[config.mk]
export PLATFORM = sky130hd
export DESIGN_NAME = pcps_bank
export DESIGN_NICKNAME = d
export VERILOG_FILES = /design/src/pcps_pkg.sv /design/src/pcps_tick_if.sv /design/src/pcps_bank.sv /design/src/pcps_tick_gen.sv
export SDC_FILE = /design/constraint.sdc
export NUM_CORES = 1
export LEC_CHECK = 0
export BUFFER_PORTS_ARGS = -buffer_cell sky130_fd_sc_hd__buf_2
export CORE_AREA = 3 3 133 135
export DETAILED_ROUTE_END_ITERATION = 16
export DIE_AREA = 0 0 136 138
export HOLD_SLACK_MARGIN = 0.06
export PLACE_DENSITY = 0.84
export SETUP_SLACK_MARGIN = 0.1
export SYNTH_ARGS = -nofsm -noshare
export SYNTH_HDL_FRONTEND = slang
export SYNTH_SLANG_ARGS = --single-unit
[constraint.sdc]
create_clock -name clk_i -period 5.4 [get_ports clk_i]
set_input_delay 0.27 -clock clk_i [delete_from_list [all_inputs] [get_ports clk_i]]
set_output_delay 0.27 -clock clk_i [all_outputs]
set_load 0.01 [all_outputs]
[src/pcps_pkg.sv]
/*
 * pcps_pkg: shared constants for the power controller parameter and status bank.
 * Assumes: compiled first.
 */
package pcps_pkg;

    // ************************************************************
    // parameter indices on the secondary command port
    // ************************************************************
    localparam logic [4:0] IDX_PORT_TYPE = 5'h00;
    localparam logic [4:0] IDX_PORT_ACCESS = 5'h01;
    localparam logic [4:0] IDX_PORT_ADDR = 5'h02;
    localparam logic [4:0] IDX_PORT_BAUD = 5'h03;
    localparam logic [4:0] IDX_PB_CURRENT = 5'h04;
    localparam logic [4:0] IDX_PB_POWER = 5'h05;
    localparam logic [4:0] IDX_REMOTE_SRC = 5'h06;
    localparam logic [4:0] IDX_RETX_SEL = 5'h07;
    localparam logic [4:0] IDX_RETX_SCALE = 5'h08;
    localparam logic [4:0] IDX_RETX_TYPE = 5'h09;
    localparam logic [4:0] IDX_SAFE_DUR = 5'h0A;
    localparam logic [4:0] IDX_SAFE_OFF = 5'h0B;
    localparam logic [4:0] IDX_SOFT_START = 5'h0C;
    localparam logic [4:0] IDX_START_RAMP = 5'h0D;
    localparam logic [4:0] IDX_STATUS = 5'h0E;
    localparam logic [4:0] IDX_TEMP_STATE = 5'h0F;
    localparam logic [4:0] IDX_SP_SOURCE = 5'h10;

    // ************************************************************
    // encodings
    // ************************************************************
    typedef enum logic [1:0] {
        PCPS_PORT_DISABLED = 2'h0,
        PCPS_PORT_ETHERNET = 2'h1,
        PCPS_PORT_RS485 = 2'h2
    } pcps_port_t;

    typedef enum logic [1:0] {
        PCPS_BAUD_9600 = 2'h0,
        PCPS_BAUD_19200 = 2'h1,
        PCPS_BAUD_38400 = 2'h2,
        PCPS_BAUD_115200 = 2'h3
    } pcps_baud_t;

    typedef enum logic [2:0] {
        PCPS_RETX_NONE = 3'h0,
        PCPS_RETX_TARGET = 3'h1,
        PCPS_RETX_VOLT = 3'h2,
        PCPS_RETX_CURR = 3'h3,
        PCPS_RETX_POWER = 3'h4
    } pcps_retx_t;

    typedef enum logic [1:0] {
        PCPS_SIG_0_10V = 2'h0,
        PCPS_SIG_4_20MA = 2'h1,
        PCPS_SIG_0_20MA = 2'h2
    } pcps_sig_t;

    // ************************************************************
    // reset values and limits
    // ************************************************************
    localparam logic [7:0] RST_PORT_ADDR = 8'h00;
    localparam logic [7:0] RST_PB_CURRENT = 8'h0F;    // 15 percent
    localparam logic [7:0] RST_PB_POWER = 8'h05;      // 5 percent
    localparam logic [13:0] RST_RETX_SCALE = 14'h0000;
    localparam logic [13:0] MAX_RETX_SCALE = 14'h270F; // 9999
    localparam logic [15:0] RST_SAFE_DUR = 16'h000A;   // 10 x 50 ms
    localparam logic [15:0] RST_SAFE_OFF = 16'h00C8;   // 200 x 50 ms
    localparam logic [7:0] RST_SOFT_START = 8'h08;    // 8 x 50 ms
    localparam logic [9:0] RST_START_RAMP = 10'h000;

    // ************************************************************
    // status word bit positions
    // ************************************************************
    localparam int ST_SHORT = 0;
    localparam int ST_HTR_BREAK = 1;
    localparam int ST_OUT_EN = 2;
    localparam int ST_CUR_LIMIT = 4;
    localparam int ST_THERMAL = 5;
    localparam int ST_COMM_TIMEOUT = 6;
    localparam int ST_DIN1 = 8;
    localparam int ST_DIN2 = 9;
    localparam int ST_UNBALANCE = 10;
    localparam int ST_PHASE_LOSS = 13;
    localparam int ST_BAKEOUT = 14;
    localparam int ST_THERM_LATCH = 15;

    // ************************************************************
    // timing
    // ************************************************************
    localparam int CLK_HZ = 25_000_000;
    localparam int TICK_MS = 50;
    localparam int TICK_CYCLES = CLK_HZ / 1000 * TICK_MS;

endpackage

[src/pcps_tick_if.sv]
/*
 * pcps_tick_if: carries the 50 ms time base from the tick divider to the bank.
 * Assumes: both ends on clk_i.
 */
`timescale 1ns/1ps
interface pcps_tick_if;
    logic tick;
    modport source (output tick);
    modport sink (input tick);
endinterface

[src/pcps_bank.sv]
/*
 * pcps_bank: parameter and status bank of a load power controller, reached by the
 * remote host through the secondary port command interface.
 * Assumes: port front end delivers decoded one-cycle write/read strobes on clk_i;
 * alarm and digital input levels arrive asynchronously and are synchronised here.
 */
// Functional notes
// - secondary port type: disabled, Ethernet, RS-485
// - read only refuses writes, stops watchdog
// - outside Modbus RTU, host writes each interval or output disables
// - eight bit port address, default zero
// - baud 9600/19200/38400/115200, default 9600
// - current band 0-255 percent, default 15
// - power band 0-255 percent, default 5
// - remote source input 1/2, digital input overrides
// - retransmit selector, default power
// - retransmit scale 0-9999, zero at bottom
// - signal type, default 4-20mA, offset on for 4-20mA
// - safety ramp nonzero duration enables, 50 ms
// - safety ramp only after off time
// - temperature state disabled or over temp
// - target level source remote or local
// - soft start ramps target level changes
// - start ramp half cycles on turn-on
// - status alarm bits set when active
// - status output, inputs, bakeout bits
// - bit 15 latches thermal until power cycle
`timescale 1ns/1ps
module pcps_bank #(
    parameter int WDOG_TICKS = 100,   // watchdog interval in 50 ms ticks
    parameter int TICK_CYCLES = pcps_pkg::TICK_CYCLES
) (
    input wire logic clk_i,
    input wire logic rst_n_i,
    // command port from the secondary port front end
    input wire logic wr_i,
    input wire logic rd_i,
    input wire logic [4:0] idx_i,
    input wire logic [15:0] wdata_i,
    input wire logic modbus_rtu_i,
    output logic [15:0] rdata_o,
    output logic rvalid_o,
    output logic wr_refused_o,
    // asynchronous plant levels
    input wire logic [15:0] alarm_i,
    input wire logic din_sel_en_i,
    input wire logic local_target_i,
    input wire logic load_on_i,
    input wire logic run_en_i,
    // configuration towards the control logic
    output logic [1:0] port_type_o,
    output logic [7:0] port_addr_o,
    output logic [1:0] port_baud_o,
    output logic [7:0] pb_current_o,
    output logic [7:0] pb_power_o,
    output logic remote_src_o,
    output logic [2:0] retx_sel_o,
    output logic [13:0] retx_scale_o,
    output logic [1:0] retx_type_o,
    output logic retx_offset_o,
    output logic [7:0] soft_start_o,
    output logic [9:0] start_ramp_o,
    output logic [15:0] safe_dur_o,
    output logic safe_ramp_en_o,
    output logic safe_ramp_arm_o,
    output logic output_en_o,
    output logic comm_timeout_alarm_o
);
    initial
    begin
        if (WDOG_TICKS < 1 || WDOG_TICKS > 65535)
            $error("watchdog interval out of range");
    end

    // ************************************************************
    // state
    // ************************************************************
    typedef struct packed {
        logic [15:0] alarm_m;
        logic [15:0] alarm_s;
        logic [3:0] lvl_m;
        logic [3:0] lvl_s;
        logic [1:0] port_type;
        logic read_only;
        logic [7:0] port_addr;
        logic [1:0] port_baud;
        logic [7:0] pb_current;
        logic [7:0] pb_power;
        logic remote_src;
        logic [2:0] retx_sel;
        logic [13:0] retx_scale;
        logic [1:0] retx_type;
        logic [15:0] safe_dur;
        logic [15:0] safe_off;
        logic [7:0] soft_start;
        logic [9:0] start_ramp;
        logic [15:0] wdog_cnt;
        logic comm_timeout;
        logic [15:0] off_cnt;
        logic therm_latch;
        logic [15:0] rdata;
        logic rvalid;
        logic refused;
    } pcps_bank_st_t;

    pcps_bank_st_t st_r;
    pcps_bank_st_t st_nxt;
    pcps_tick_if tk ();
    logic [15:0] status_w;
    logic din_sel;
    logic eff_src;
    logic wr_ok;

    pcps_tick_gen #(
        .TICK_CYCLES(TICK_CYCLES)
    ) u_tick (
        .clk_i(clk_i),
        .rst_n_i(rst_n_i),
        .tk(tk)
    );

    // ************************************************************
    // status word assembly
    // ************************************************************
    // lvl_s: din1, din2, select enable, local
    always_comb
    begin
        status_w = 16'h0000;
        status_w[pcps_pkg::ST_SHORT] = st_r.alarm_s[pcps_pkg::ST_SHORT];
        status_w[pcps_pkg::ST_HTR_BREAK] = st_r.alarm_s[pcps_pkg::ST_HTR_BREAK];
        status_w[pcps_pkg::ST_CUR_LIMIT] = st_r.alarm_s[pcps_pkg::ST_CUR_LIMIT];
        status_w[pcps_pkg::ST_THERMAL] = st_r.alarm_s[pcps_pkg::ST_THERMAL];
        status_w[pcps_pkg::ST_COMM_TIMEOUT] = st_r.comm_timeout;
        status_w[pcps_pkg::ST_UNBALANCE] = st_r.alarm_s[pcps_pkg::ST_UNBALANCE];
        status_w[pcps_pkg::ST_PHASE_LOSS] = st_r.alarm_s[pcps_pkg::ST_PHASE_LOSS];
        status_w[pcps_pkg::ST_OUT_EN] = output_en_o;
        status_w[pcps_pkg::ST_DIN1] = st_r.lvl_s[0];
        status_w[pcps_pkg::ST_DIN2] = st_r.lvl_s[1];
        status_w[pcps_pkg::ST_BAKEOUT] = st_r.alarm_s[pcps_pkg::ST_BAKEOUT];
        status_w[pcps_pkg::ST_THERM_LATCH] = st_r.therm_latch;
    end

    // input 1 on picks input 2
    assign din_sel = st_r.lvl_s[0];
    assign eff_src = st_r.lvl_s[2] ? din_sel : st_r.remote_src;
    // writes allowed only in read-write mode
    assign wr_ok = wr_i && !st_r.read_only;

    // ************************************************************
    // next state
    // ************************************************************
    always_comb
    begin
        st_nxt = st_r;
        st_nxt.alarm_m = alarm_i;
        st_nxt.alarm_s = st_r.alarm_m;
        st_nxt.lvl_m = {local_target_i, din_sel_en_i, alarm_i[pcps_pkg::ST_DIN2],
            alarm_i[pcps_pkg::ST_DIN1]};
        st_nxt.lvl_s = st_r.lvl_m;
        st_nxt.rvalid = rd_i;
        st_nxt.refused = wr_i && st_r.read_only;
        if (st_r.alarm_s[pcps_pkg::ST_THERMAL])
            st_nxt.therm_latch = 1'b1;
        if (load_on_i)
            st_nxt.off_cnt = 16'h0000;
        else if (tk.tick && st_r.off_cnt != 16'hFFFF)
            st_nxt.off_cnt = st_r.off_cnt + 16'h0001;
        if (st_r.read_only || modbus_rtu_i || wr_ok)
        begin
            st_nxt.wdog_cnt = 16'h0000;
            st_nxt.comm_timeout = 1'b0;
        end
        else if (tk.tick)
        begin
            if (st_r.wdog_cnt >= 16'(WDOG_TICKS - 1))
                st_nxt.comm_timeout = 1'b1;
            else
                st_nxt.wdog_cnt = st_r.wdog_cnt + 16'h0001;
        end
        if (wr_ok)
        begin
            case (idx_i)
                pcps_pkg::IDX_PORT_TYPE:
                    if (wdata_i[1:0] != 2'h3)
                        st_nxt.port_type = wdata_i[1:0];
                pcps_pkg::IDX_PORT_ACCESS:
                    st_nxt.read_only = wdata_i[0];
                pcps_pkg::IDX_PORT_ADDR:
                    st_nxt.port_addr = wdata_i[7:0];
                pcps_pkg::IDX_PORT_BAUD:
                    st_nxt.port_baud = wdata_i[1:0];
                pcps_pkg::IDX_PB_CURRENT:
                    st_nxt.pb_current = wdata_i[7:0];
                pcps_pkg::IDX_PB_POWER:
                    st_nxt.pb_power = wdata_i[7:0];
                pcps_pkg::IDX_REMOTE_SRC:
                    st_nxt.remote_src = wdata_i[0];
                pcps_pkg::IDX_RETX_SEL:
                    if (wdata_i <= 16'(pcps_pkg::PCPS_RETX_POWER))
                        st_nxt.retx_sel = wdata_i[2:0];
                pcps_pkg::IDX_RETX_SCALE:
                    if (wdata_i <= 16'(pcps_pkg::MAX_RETX_SCALE))
                        st_nxt.retx_scale = wdata_i[13:0];
                pcps_pkg::IDX_RETX_TYPE:
                    if (wdata_i[1:0] != 2'h3)
                        st_nxt.retx_type = wdata_i[1:0];
                pcps_pkg::IDX_SAFE_DUR:
                    st_nxt.safe_dur = wdata_i;
                pcps_pkg::IDX_SAFE_OFF:
                    st_nxt.safe_off = wdata_i;
                pcps_pkg::IDX_SOFT_START:
                    st_nxt.soft_start = wdata_i[7:0];
                pcps_pkg::IDX_START_RAMP:
                    st_nxt.start_ramp = wdata_i[9:0];
                default:
                    ;
            endcase
        end
        // read mux
        case (idx_i)
            pcps_pkg::IDX_PORT_TYPE: st_nxt.rdata = {14'h0000, st_r.port_type};
            pcps_pkg::IDX_PORT_ACCESS: st_nxt.rdata = {15'h0000, st_r.read_only};
            pcps_pkg::IDX_PORT_ADDR: st_nxt.rdata = {8'h00, st_r.port_addr};
            pcps_pkg::IDX_PORT_BAUD: st_nxt.rdata = {14'h0000, st_r.port_baud};
            pcps_pkg::IDX_PB_CURRENT: st_nxt.rdata = {8'h00, st_r.pb_current};
            pcps_pkg::IDX_PB_POWER: st_nxt.rdata = {8'h00, st_r.pb_power};
            pcps_pkg::IDX_REMOTE_SRC: st_nxt.rdata = {15'h0000, eff_src};
            pcps_pkg::IDX_RETX_SEL: st_nxt.rdata = {13'h0000, st_r.retx_sel};
            pcps_pkg::IDX_RETX_SCALE: st_nxt.rdata = {2'h0, st_r.retx_scale};
            pcps_pkg::IDX_RETX_TYPE: st_nxt.rdata = {14'h0000, st_r.retx_type};
            pcps_pkg::IDX_SAFE_DUR: st_nxt.rdata = st_r.safe_dur;
            pcps_pkg::IDX_SAFE_OFF: st_nxt.rdata = st_r.safe_off;
            pcps_pkg::IDX_SOFT_START: st_nxt.rdata = {8'h00, st_r.soft_start};
            pcps_pkg::IDX_START_RAMP: st_nxt.rdata = {6'h00, st_r.start_ramp};
            // unused bits are zero in status_w
            pcps_pkg::IDX_STATUS: st_nxt.rdata = status_w;
            pcps_pkg::IDX_TEMP_STATE:
                st_nxt.rdata = {15'h0000, st_r.alarm_s[pcps_pkg::ST_THERMAL]};
            pcps_pkg::IDX_SP_SOURCE: st_nxt.rdata = {15'h0000, st_r.lvl_s[3]};
            default: st_nxt.rdata = 16'h0000;
        endcase
        if (!rd_i)
            st_nxt.rdata = st_r.rdata;
    end

    // ************************************************************
    // registers
    // ************************************************************
    always_ff @(posedge clk_i or negedge rst_n_i)
    begin
        if (!rst_n_i)
        begin
            st_r <= '0;
            st_r.port_type <= pcps_pkg::PCPS_PORT_DISABLED;
            st_r.port_addr <= pcps_pkg::RST_PORT_ADDR;
            st_r.port_baud <= pcps_pkg::PCPS_BAUD_9600;
            st_r.pb_current <= pcps_pkg::RST_PB_CURRENT;
            st_r.pb_power <= pcps_pkg::RST_PB_POWER;
            st_r.retx_sel <= pcps_pkg::PCPS_RETX_POWER;
            st_r.retx_scale <= pcps_pkg::RST_RETX_SCALE;
            st_r.retx_type <= pcps_pkg::PCPS_SIG_4_20MA;
            st_r.safe_dur <= pcps_pkg::RST_SAFE_DUR;
            st_r.safe_off <= pcps_pkg::RST_SAFE_OFF;
            st_r.soft_start <= pcps_pkg::RST_SOFT_START;
            st_r.start_ramp <= pcps_pkg::RST_START_RAMP;
        end
        else
            st_r <= st_nxt;
    end

    // ************************************************************
    // outputs
    // ************************************************************
    assign port_type_o = st_r.port_type;
    assign port_addr_o = st_r.port_addr;
    assign port_baud_o = st_r.port_baud;
    assign pb_current_o = st_r.pb_current;
    assign pb_power_o = st_r.pb_power;
    assign remote_src_o = eff_src;
    assign retx_sel_o = st_r.retx_sel;
    assign retx_scale_o = st_r.retx_scale;
    assign retx_type_o = st_r.retx_type;
    assign retx_offset_o = (st_r.retx_type == pcps_pkg::PCPS_SIG_4_20MA);
    assign soft_start_o = st_r.soft_start;
    assign start_ramp_o = st_r.start_ramp;
    assign safe_dur_o = st_r.safe_dur;
    assign safe_ramp_en_o = (st_r.safe_dur != 16'h0000);
    assign safe_ramp_arm_o = safe_ramp_en_o && (st_r.off_cnt >= st_r.safe_off);
    assign output_en_o = run_en_i & !st_r.comm_timeout;
    assign comm_timeout_alarm_o = st_r.comm_timeout;
    assign rdata_o = st_r.rdata;
    assign rvalid_o = st_r.rvalid;
    assign wr_refused_o = st_r.refused;
endmodule

[src/pcps_tick_gen.sv]
/*
 * pcps_tick_gen: divides clk_i down to a one-cycle pulse every 50 ms.
 * Assumes: clk_i at the rate named in pcps_pkg.
 */
`timescale 1ns/1ps
module pcps_tick_gen #(
    parameter int TICK_CYCLES = pcps_pkg::TICK_CYCLES
) (
    input wire logic clk_i,
    input wire logic rst_n_i,
    pcps_tick_if.source tk
);
    initial
    begin
        if (TICK_CYCLES < 1 || TICK_CYCLES > 32'h7FFF_FFFF)
            $error("tick count out of range");
    end

    typedef struct packed {
        logic [31:0] cnt;
        logic tick;
    } pcps_tick_st_t;

    pcps_tick_st_t st_r;
    pcps_tick_st_t st_nxt;

    // free-running divider; one pulse per wrap
    always_comb
    begin
        st_nxt = st_r;
        st_nxt.tick = 1'b0;
        if (st_r.cnt == 32'(TICK_CYCLES - 1))
        begin
            st_nxt.cnt = 32'h0000_0000;
            st_nxt.tick = 1'b1;
        end
        else
            st_nxt.cnt = st_r.cnt + 32'h0000_0001;
    end

    always_ff @(posedge clk_i or negedge rst_n_i)
    begin
        if (!rst_n_i)
            st_r <= '0;
        else
            st_r <= st_nxt;
    end

    assign tk.tick = st_r.tick;
endmodule

## After elaboration in Yosys (flattened, before gate mapping)

Index checks and enable logic that the tools add are counted.
Widths: inputs -> output; s select.

- Add/sub/neg operators: 3
- $lt $le $gt $ge: 4
- Equal/unequal tests: 21
- Mux-type cells: 10
- Bitwise operators: 1
- Reduce and logical (&&, ||, !) cells: 29

Operators with widths:

| kind | number |
|---|---|
| $pmux 16 s17 | 1 |
| $mux 16 | 3 |
| $eq 5x4->1 const B | 8 |
| $mux 17 | 2 |
| $add 16x1->16 const B | 2 |
| $add 32x1->32 const B | 1 |
| $eq 32x21->1 const B | 1 |
| $mux 32 | 1 |
| $reduce_and 2->1 | 12 |
| $eq 5x3->1 const B | 4 |
| $ge 16x16->1 | 1 |
| $ge 16x7->1 const B | 1 |
| $le 16x14->1 const B | 1 |
| $le 16x3->1 const B | 1 |
| $ne 16x16->1 const B | 1 |
| $reduce_bool 16->1 | 1 |
| $reduce_and 3->1 | 4 |
| $eq 5x2->1 const B | 2 |
| $reduce_bool 2->1 | 3 |
| $eq 5x1->1 const B | 1 |
| $eq 5x5->1 const B | 1 |
| $logic_not 5->1 | 1 |
| $logic_and 1x1->1 | 4 |
| $ne 2x2->1 const B | 2 |
| other kinds (5) | 9 |

- Bits in registers: 222
- Bits of input ports: 46
- Output and inout bits: 105

## Longest topological paths before layout

Gate-level depths: netlist (run 1).

- Depth after elaboration: 5
- Mapped depth: 8
- Depth with buffers taken out: 7

## Modules after synthesis

Synthesis (run 1) repeated with hierarchy kept, for this count alone.

- Cell total of the unflattened synthesis: 921
- Area, all modules: 10358.7 um^2

By module, submodules not included:

| module | times used | cells each | area an instance (um^2) | sequential area each (um^2) |
|---|---|---|---|---|
| pcps_bank | 1 | 773 | 8797.2 | 4346.7 |
| pcps_tick_gen | 1 | 148 | 1561.5 | 825.8 |

## Worst setup path after synthesis (run 1)

Ideal clock, no wire load.

- Path type: reg-to-output
- From: register st_r[73] (netlist bit)
- To: output safe_ramp_arm_o
- Arrival time: 1.696 ns
- Path slack: 3.434 ns
- Cell stages (with the launch flop): 7
- Buffers on the path: 0
- Path through: dfstp_2 > inv_1 > ha_1 > a2111oi_0 > o21ai_0 > a221oi_1 > o21ai_0

- Longest elaborated chain between the ends: 2

RTL lines:

| item | RTL line | text |
|---|---|---|
| start: declaration | pcps_bank.sv:106 | `pcps_bank_st_t st_r;` |
| start signal: assignment | pcps_bank.sv:268 | `st_r <= st_nxt;` |
| $ge 16x16->1 | pcps_bank.sv:288 | `assign safe_ramp_arm_o = safe_ramp_en_o && (st_r.off_cnt >= st_r.safe_off);` |
| $logic_and 1x1->1 | pcps_bank.sv:288 |  |
| end: declaration | pcps_bank.sv:65 | `output logic safe_ramp_arm_o,` |

Every way passes these cells.

## Worst setup path after layout (run 1)

Ends and elaborated chain as after synthesis.

==> impl_results.md, run 1 <==
- Antenna Nets Post-Route: 0
- Comb pwr share: 0.133
- Setup Fix Bufs, Post-CTS: 0
- Placed Area: 0.0103 sq mm
- Worst Setup Start Kind: register
- Yosys cell types: 64
- Clock transition at path regs: 0.06 ns
- Top FF cell, synth: dfrtp_1
- DR pass1 iterations: 6
- Post-route insts no fill: 1,203
- Final worst slack: 2.61 ns
- Layout net count: 1,031
- Vias in the first global route: 7,346
- Syn Area/Cell: about 11 sq um
- First-pass GRT wire length: about 40,000 microns
- Stages on worst setup path: 7
- Slew HR: 0.288
- Post-synth EDFFs: 0
- Initial antenna violation count: 4
- Seq pwr share: 0.475
- Post-synthesis register bit count: 206
- Unrepaired setup endpoints after global routing: no
- R2R cell count: 6
- Placed insts: 1,144
- Sequential share of the synthesized area: 0.507
- Share of post-route cells with drive strength above 1: 0.298
- Async S/R FF share, synth: 1.00
- Via-to-Cell Ratio: 6.14
- Status: completed
- Gpl congestion: slightly above 0.9
- CP max-delay cell: dfstp_2
- Syn-to-layout area delta: 10.3%
- Critical Path, Cell by Cell: inv_1 -> ha_1 -> a2111oi_0 -> o21ai_0 -> a221oi_1 -> o21ai_0 -> buf_2
- Psw: between 1 and 1.5 mW
- GRT Util Overall: 0.270
- Grt ovf: 0
- Pre-CTS setup slack: 2.56 ns
- CP peak stage delay: about 0.53 ns
- HPWL Detailed: 17,600 microns
- Routed WL: 25,500 microns
- Vias: 7,383
- Number of fill cells: 1,245
- Crit path buffers/inverters: 2
- DRC Markers: 0
- Worst Setup EP: safe_ramp_arm_o
- Setup slack, reg-to-reg: 2.90 ns
- Worst r2r dst: u_tick.st_r[7]
- Min Tclk post-route: 2.79 ns
- Worst path top cell family by delay: compound AO/OA/AOI/OAI gates
- Commonest non-fill, non-tap cell in the layout: dfrtp_1
- Worst hold path class: input pin to register
- FP Rows: 47
- Clock Sink Count: 206
- Worst R2R Start: u_tick.st_r[1]
- DRT iter0 DRCs: 820
- Maximum fanout along the worst path: 2
- Most frequent cells in the layout: dfrtp_1, buf_2, mux2_2, nor2_1, nand2_1
- Net Count, Synth: between 900 and 1,000
- Cells after Synth: 908
- DIE WIDTH: 136 microns
- CP dominant cell by count: o21ai_0
- Worst Skew: 0.0104 ns
- Crit path from: st_r[73]
- CORE AREA: 0.0166 sq mm
- Slew @ Worst Pin: ~1.1 ns
- Final hold vios: 0
- Critical Path RT: 5.13 ns
- Diode count: 0
- Crit path DAT: 2.52 ns
- Cell area after layout: 0.0113 sq mm
- Switching part of the total power: 0.268
- Lkg Pwr: between 5 and 6 nW
- DIE HEIGHT: 138 microns
- Synthesized area: around 0.010 sq mm
- CTS max path bufs: 3
- I/O pin count: 151
- Power per cell area: 344 mW/mm^2
- Final Setup Violations: 0
- Max-slew violations: 0
- # H-tree levels: 1
- Root Driver: clkbuf_16
- Maximum vdd drop: ~0.00024 V
- Largest net degree at the start of global routing: 105
- Clk pwr share: 0.392
- Wire per inst: 21.2 microns
- Max cap viols: 0
- Fmax: approximately 0.36 GHz
- Post-cts resize count: 0
- Initial core utilization: 0.615
- Internal: 2.84 mW
- YS warnings: 0
- CP endpoint kind: output pin
- CTS buffer count: 23
- Worst skew pair latency: approximately 0.51 ns
- Setup TNS: 0 ns
- Die area: around 0.019 sq mm
- Total power: 3.88 mW
- Port Buffer Count: 143
- Fin crit share: 0.516
- Crit Path Category: register to output pin
- CTS tree: built
-- final cells by class --
cell class / count / area [sq um] / area share
flip-flops and latches: 206 / 5170 / 0.460
multi-input cells: 546 / 4050 / 0.360
repair buffers: 165 / 932 / 0.0829
clock buffers: 36 / 674 / 0.0599
well taps: 220 / 275 / 0.0245
inverters: 24 / 90.1 / 0.00801
clock inverters: 6 / 58.8 / 0.00523
-- routing by layer --
metal	up-vias	global-route usage	wire, microns
met5	-	0	48
met3	72	0.0698	2580
met4	8	0.0923	827
met1	3655	0.367	10100
met2	373	0.425	12000
li1	3275	-	-
-- cell families after synthesis --
family / synth area share
XOR/XNOR: 0.0421
buffers and inverters: 0.0968
flip-flops: 0.507
AND/OR/NAND/NOR: 0.137
adder cells (fa/ha/maj): 0.0233
AO/OA/AOI/OAI: 0.0875
multiplexers: 0.106
-- sequential cells by signal (all words and copies together), names as in the netlist, 2 cells and up --
signal        flops
retx_type_o       2
retx_scale_o     14
pb_power_o        8
port_type_o       2
u_tick.st_r      32
start_ramp_o     10
port_addr_o       8
st_nxt           11
port_baud_o       2
st_r             61
soft_start_o      8
pb_current_o      8
safe_dur_o       16
rdata_o          16
retx_sel_o        3
-- power by group through the flow --
stage	logic, mW	clock network (mW)	registers (mW)
global route	0.559	1.61	1.85
CTS	0.517	1.54	1.83
global placement	0.487	0	1.85
detailed placement	0.504	0	1.86
floorplan	0.422	0	1.81
finish	0.514	1.52	1.84
-- repair_timing --
action,4_1_cts,5_1_grt
endpoints found under the setup margin,0,0
hold buffers,17,0
hold endpoints to repair,110,0
-- cells in the mapped netlist, types with 3 or more instances --
| cell type | n | share of area |
|---|---|---|
| nor4b_1 | 7 | 0.0060 |
| a22o_1 | 5 | 0.0043 |
| a21o_1 | 9 | 0.0066 |
| nor2_1 | 52 | 0.019 |
| clkbuf_1 | 18 | 0.0066 |
| nor2b_1 | 8 | 0.0049 |
| ha_1 | 19 | 0.023 |
| nand3_1 | 23 | 0.011 |
| dfrtp_1 | 192 | 0.47 |
| buf_2 | 14 | 0.0069 |
| and2_1 | 20 | 0.012 |
| a32oi_1 | 6 | 0.0052 |
| dfstp_2 | 14 | 0.036 |
| and4_1 | 4 | 0.0034 |
| buf_4 | 98 | 0.072 |
| nand2_1 | 47 | 0.017 |
| and3_1 | 21 | 0.013 |
| o21ai_0 | 27 | 0.013 |
| or2_2 | 3 | 0.0018 |
| a221oi_1 | 3 | 0.0026 |
| nor4_1 | 17 | 0.010 |
| a21oi_1 | 13 | 0.0064 |
| mux2_4 | 9 | 0.013 |
| mux2_2 | 74 | 0.082 |
| nand4_1 | 23 | 0.014 |
| xor2_1 | 21 | 0.018 |
| or4_1 | 6 | 0.0044 |
| mux2i_1 | 9 | 0.0088 |
| nor3_1 | 14 | 0.0069 |
| inv_1 | 23 | 0.0085 |
| a222oi_1 | 4 | 0.0039 |
| o211ai_1 | 3 | 0.0022 |
| nand2b_1 | 4 | 0.0025 |
| xnor2_1 | 28 | 0.024 |
| a2111oi_0 | 3 | 0.0026 |
| a31oi_1 | 7 | 0.0043 |
| a22oi_1 | 19 | 0.014 |
| o2bb2ai_1 | 7 | 0.0060 |
-- worst min-delay path by stage --
stage	from	to	slack [ns]	cells past startpoint
2_1_floorplan	rst_n_i	comm_timeout_alarm_o	-0.03	0
3_3_place_gp	st_nxt[154]	st_r[154]	0.33	0
3_5_place_dp	st_nxt[154]	st_r[154]	0.33	0
4_1_cts	wdata_i[8]	st_r[78]	0.06	3
5_1_grt	wdata_i[9]	retx_scale_o[9]	0.09	2
6_report	wdata_i[6]	st_r[76]	0.08	3
-- stage by stage --
stage | util | hold WS [ns]
finish | 0.678 | 0.0824
global route | 0.678 | 0.0865
global placement | 0.624 | 0.333
CTS | 0.678 | 0.0621
floorplan | - | -0.0256
detailed placement | 0.624 | 0.335
-- tightest hold or removal path, cell delays in order --
cell and delay, ns:
buf_2 0.16, nand2_1 0.08, o21ai_0 0.07
Power figures use the tool's default switching activity.
==> run 2, diff against run 1 <==
- ABC_AREA: unset -> 1
- CORE_AREA: 3 3 133 135 -> 3 3 141 143
- DIE_AREA: 0 0 136 138 -> 0 0 144 146
- PLACE_DENSITY: 0.84 -> 0.79
- clock period: 5.4 -> 2.8 ns (I/O delays scaled with it)
==> impl_results.md, run 2 <==
- Clock Sink Count: 206 (unchanged)
- Maximum vdd drop: 0.000614 V (+160%)
- Wire per inst: 16.8 microns (-21%)
- Top FF cell, synth: dfrtp_1
- Clock transition at path regs: 0.06 ns (about the same)
- Sequential share of the synthesized area: 0.480 (-0.0274)
- Post-cts resize count: 0 (unchanged)
- DR pass1 iterations: 6 (unchanged)
- Largest register FFs: 61 (unchanged)
- Register area: 0.00517 sq mm (unchanged)
- DRT iter0 DRCs: 741 (-9.6%)
- Share of post-route cells with drive strength above 1: 0.181 (-0.117)
- CP peak stage delay: 0.54 ns (about the same)
- Largest regs: st_r x61, u_tick.st_r x32
- Max cap viols: 0 (unchanged)
- Commonest non-fill, non-tap cell in the layout: nand2_1
- Crit Path Category: register to output pin
- # H-tree levels: 1 (unchanged)
- Commonest cells in the netlist: nand2_1, dfrtp_1, inv_1
- CP endpoint kind: output pin
- R2R cell count: 9 (+3)
- Largest net degree at the start of global routing: 83 (-21%)
- Largest Register: st_r
- CORE AREA: 0.0187 sq mm (+13%)
- Switching part of the total power: 0.272 (+0.00473)
- Net Count, Synth: 1,392 (+43%)
- Comb pwr share: 0.131 (-0.002)
- Gr busiest metal: met2
- Power per cell area: 620 mW/mm^2 (+80%)
- CP max-delay cell: dfstp_2
- Fin crit share: 0.835
- Layout net count: 1,472 (+43%)
- First-pass GRT wire length: 45,000 microns (+11%)
- Initial antenna violation count: 0 (-4)
- Placed Area: 0.0110 sq mm (+6.5%)
- Die area: 0.0210 sq mm (+12%)
- I/O pin count: 151 (unchanged)
- Number of fill cells: 1,547 (+24%)
- M2 GR Usage: 0.405 (-0.0207)
- Final hold vios: 0 (unchanged)
- Crit path DAT: 2.20 ns (-0.32 ns)
- Synthesized area: 0.0108 sq mm (+5.7%)
- Grt ovf: 0 (unchanged)
- Slew HR: 0.553 (+0.265)
- Routed WL: 27,900 microns (+9.3%)
- Most frequent cell after synthesis: nand2_1
- Post-synthesis register bit count: 206 (unchanged)
- Internal: 5.43 mW (+91%)
- Vias: 8,951 (+21%)
- Post-synth EDFFs: 0 (unchanged)
- Lkg Pwr: 6.15 nW (+14%)
- Synth top area cells: dfrtp_1, nand2_1, buf_4
- Maximum fanout along the worst path: 3 (+1)
- Clk pwr share: 0.398 (+0.006)
- CTS buffer count: 22 (-4.3%)
- CP dominant cell by count: nand2_1
- Min Tclk post-route: 2.34 ns
- Via-to-Cell Ratio: 5.40 (-12%)
- Status: completed
- DIE HEIGHT: 146 microns (+5.8%)
- Critical Path, Cell by Cell: inv_1 -> ha_1 -> nand2_1 -> o21ai_0 -> nand2_1 -> nand2_1 -> nand2_1 -> nand3_1 -> nand2_1 -> inv_1 -> buf_2
- Setup Fix Bufs, Post-CTS: 0 (unchanged)
- Critical Path RT: 2.66 ns (-2.47 ns)
- Worst hold path class: input pin to register
- FP Rows: 50 (+6.4%)
- Gpl congestion: 0.916 (+0.43%)
- Antenna Nets Post-Route: 0 (unchanged)
- Setup TNS: 0 ns (unchanged)
- Hold wc startpoint: wdata_i[4]
- GR met1 Demand/Resource: 0.370 (+0.00220)
- Vias in the first global route: 8,870 (+21%)
- Diode count: 0 (unchanged)
- Worst R2R Start: st_r[20]
- Worst Setup Start Kind: register
- CTS max path bufs: 3 (unchanged)
- Worst Skew: 0.0110 ns (+0.000582 ns)
- WHS Endpoint: retx_scale_o[4]
- Fmax: 0.428 GHz
- Max-slew violations: 0 (unchanged)
- Root Driver: clkbuf_16
- Yosys top cell area share: 0.446 (-0.0254)
- Cells after Synth: 1,327 (+46%)
- Worst hold stages: 4 (+1)
- Most frequent cells in the layout: nand2_1, dfrtp_1, buf_2, inv_1, nor2_1
- Port Buffer Count: 143 (unchanged)
- Unrepaired setup endpoints after global routing: no
- Grt met3 use: 0.0864 (+0.0167)
- DIE WIDTH: 144 microns (+5.9%)
- Yosys top cell by area: dfrtp_1
- Syn-to-layout area delta: 11.6%
- Psw: 2.03 mW (+96%)
- Syn Area/Cell: 8.13 sq um (-28%)
- Slew @ Worst Pin: 0.671 ns (-0.388 ns)
- YS warnings: 0 (unchanged)
- GRT Util Overall: 0.267 (-0.00385)
- Area occupied by multi-input gates: 0.00423 sq mm (+4.5%)
- HPWL Detailed: 20,100 microns (+14%)
- Worst skew pair latency: 0.50 ns (about the same)
- CTS tree: built
- Worst r2r dst: st_r[21]
- Setup slack, reg-to-reg: 0.73 ns (-2.17 ns)
- Async S/R FF share, synth: 1.00 (unchanged)
- DRC Markers: 0 (unchanged)
- Cell area after layout: 0.0120 sq mm (+6.9%)
- Yosys cell types: 38 (-41%)
- Seq pwr share: 0.472 (-0.003)
- Final Setup Violations: 0 (unchanged)
- Initial core utilization: 0.576 (-0.0387)
run 2: changes by cell type after synthesis, sizes merged, moves of 22 or more:
cell,delta
nand2,+352
inv,+103
nand3,+42
nor2,+67
nor3,+22
o21ai,+94
and2,-22
mux2,-83
run 2: worst max-delay path, delay by kind of cell, from the launching register on:
family                     cells  cell delay [ns]
AOI/OAI and AO/OA              1             0.18
adders and majority gates      1             0.29
buffers and inverters          3             0.22
DFF                            1             0.54
and+or+nand+nor                6             0.47
run 2: kinds of logic (layout without fill, tap and decap cells):
family | Yosys count | in the layout | share of synthesized area
AND/OR/NAND/NOR | 663 | 663 | 0.265
adder cells (fa/ha/maj) | 19 | 19 | 0.0220
buffers and inverters | 255 | 351 | 0.128
AO/OA/AOI/OAI | 149 | 149 | 0.0764
flip-flops | 206 | 206 | 0.480
XOR/XNOR | 35 | 35 | 0.0284
run 2: metrics by stage:
step / setup slack, ns / util / hold WS [ns] / power [mW] / cells
finish: 0.463 / 0.643 / 0.0944 / 7.46 / 1657
global route: 0.288 / 0.643 / 0.101 / 7.79 / 1657
CTS: 0.468 / 0.643 / 0.0682 / 7.49 / 1657
detailed placement: 0.740 / 0.589 / 0.237 / 4.50 / 1591
global placement: 0.837 / 0.589 / 0.232 / 4.46 / 1591
floorplan: 1.23 / - / -0.156 / 4.25 / 1327
run 2: area by class of cell:
class,instances,area share
Clock buffer,29,0.0530
Clock inverter,11,0.00926
Inverter,127,0.0398
Multi-Input combinational cell,866,0.351
Sequential cell,206,0.430
Tap cell,234,0.0243
Timing Repair Buffer,184,0.0922
run 2: worst max path at each step:
stage                        start         endpoint  slack [ns]  cells past startpoint
after detailed placement  st_r[20]         st_r[21]        0.74                      9
after global routing      st_r[73]  safe_ramp_arm_o        0.29                     11
after CTS                 st_r[73]  safe_ramp_arm_o        0.47                     11
final                     st_r[73]  safe_ramp_arm_o        0.46                     11
after floorplan           st_r[36]         st_r[40]        1.23                      9
after global placement    st_r[20]         st_r[21]        0.84                      9
run 2: timing repair:
action                                  4_1_cts  5_1_grt
endpoints found under the setup margin        0        0
hold endpoints to repair                    129        0
hold buffers                                 26        0
run 2: power by group through the flow:
stage          Clock, mW  Sequential [mW]  Combinational (mW)
2_1_floorplan          0             3.47               0.774
3_3_place_gp           0             3.55               0.912
3_5_place_dp           0             3.55               0.945
4_1_cts             3.01             3.50               0.980
5_1_grt             3.15             3.54                1.09
6_report            2.97             3.52               0.974
run 2: routing by layer:
layer,vias to the layer above,part of all wire
li1,4304,-
met4,0,0.021
met2,415,0.46
met3,49,0.11
met5,-,0
met1,4183,0.41
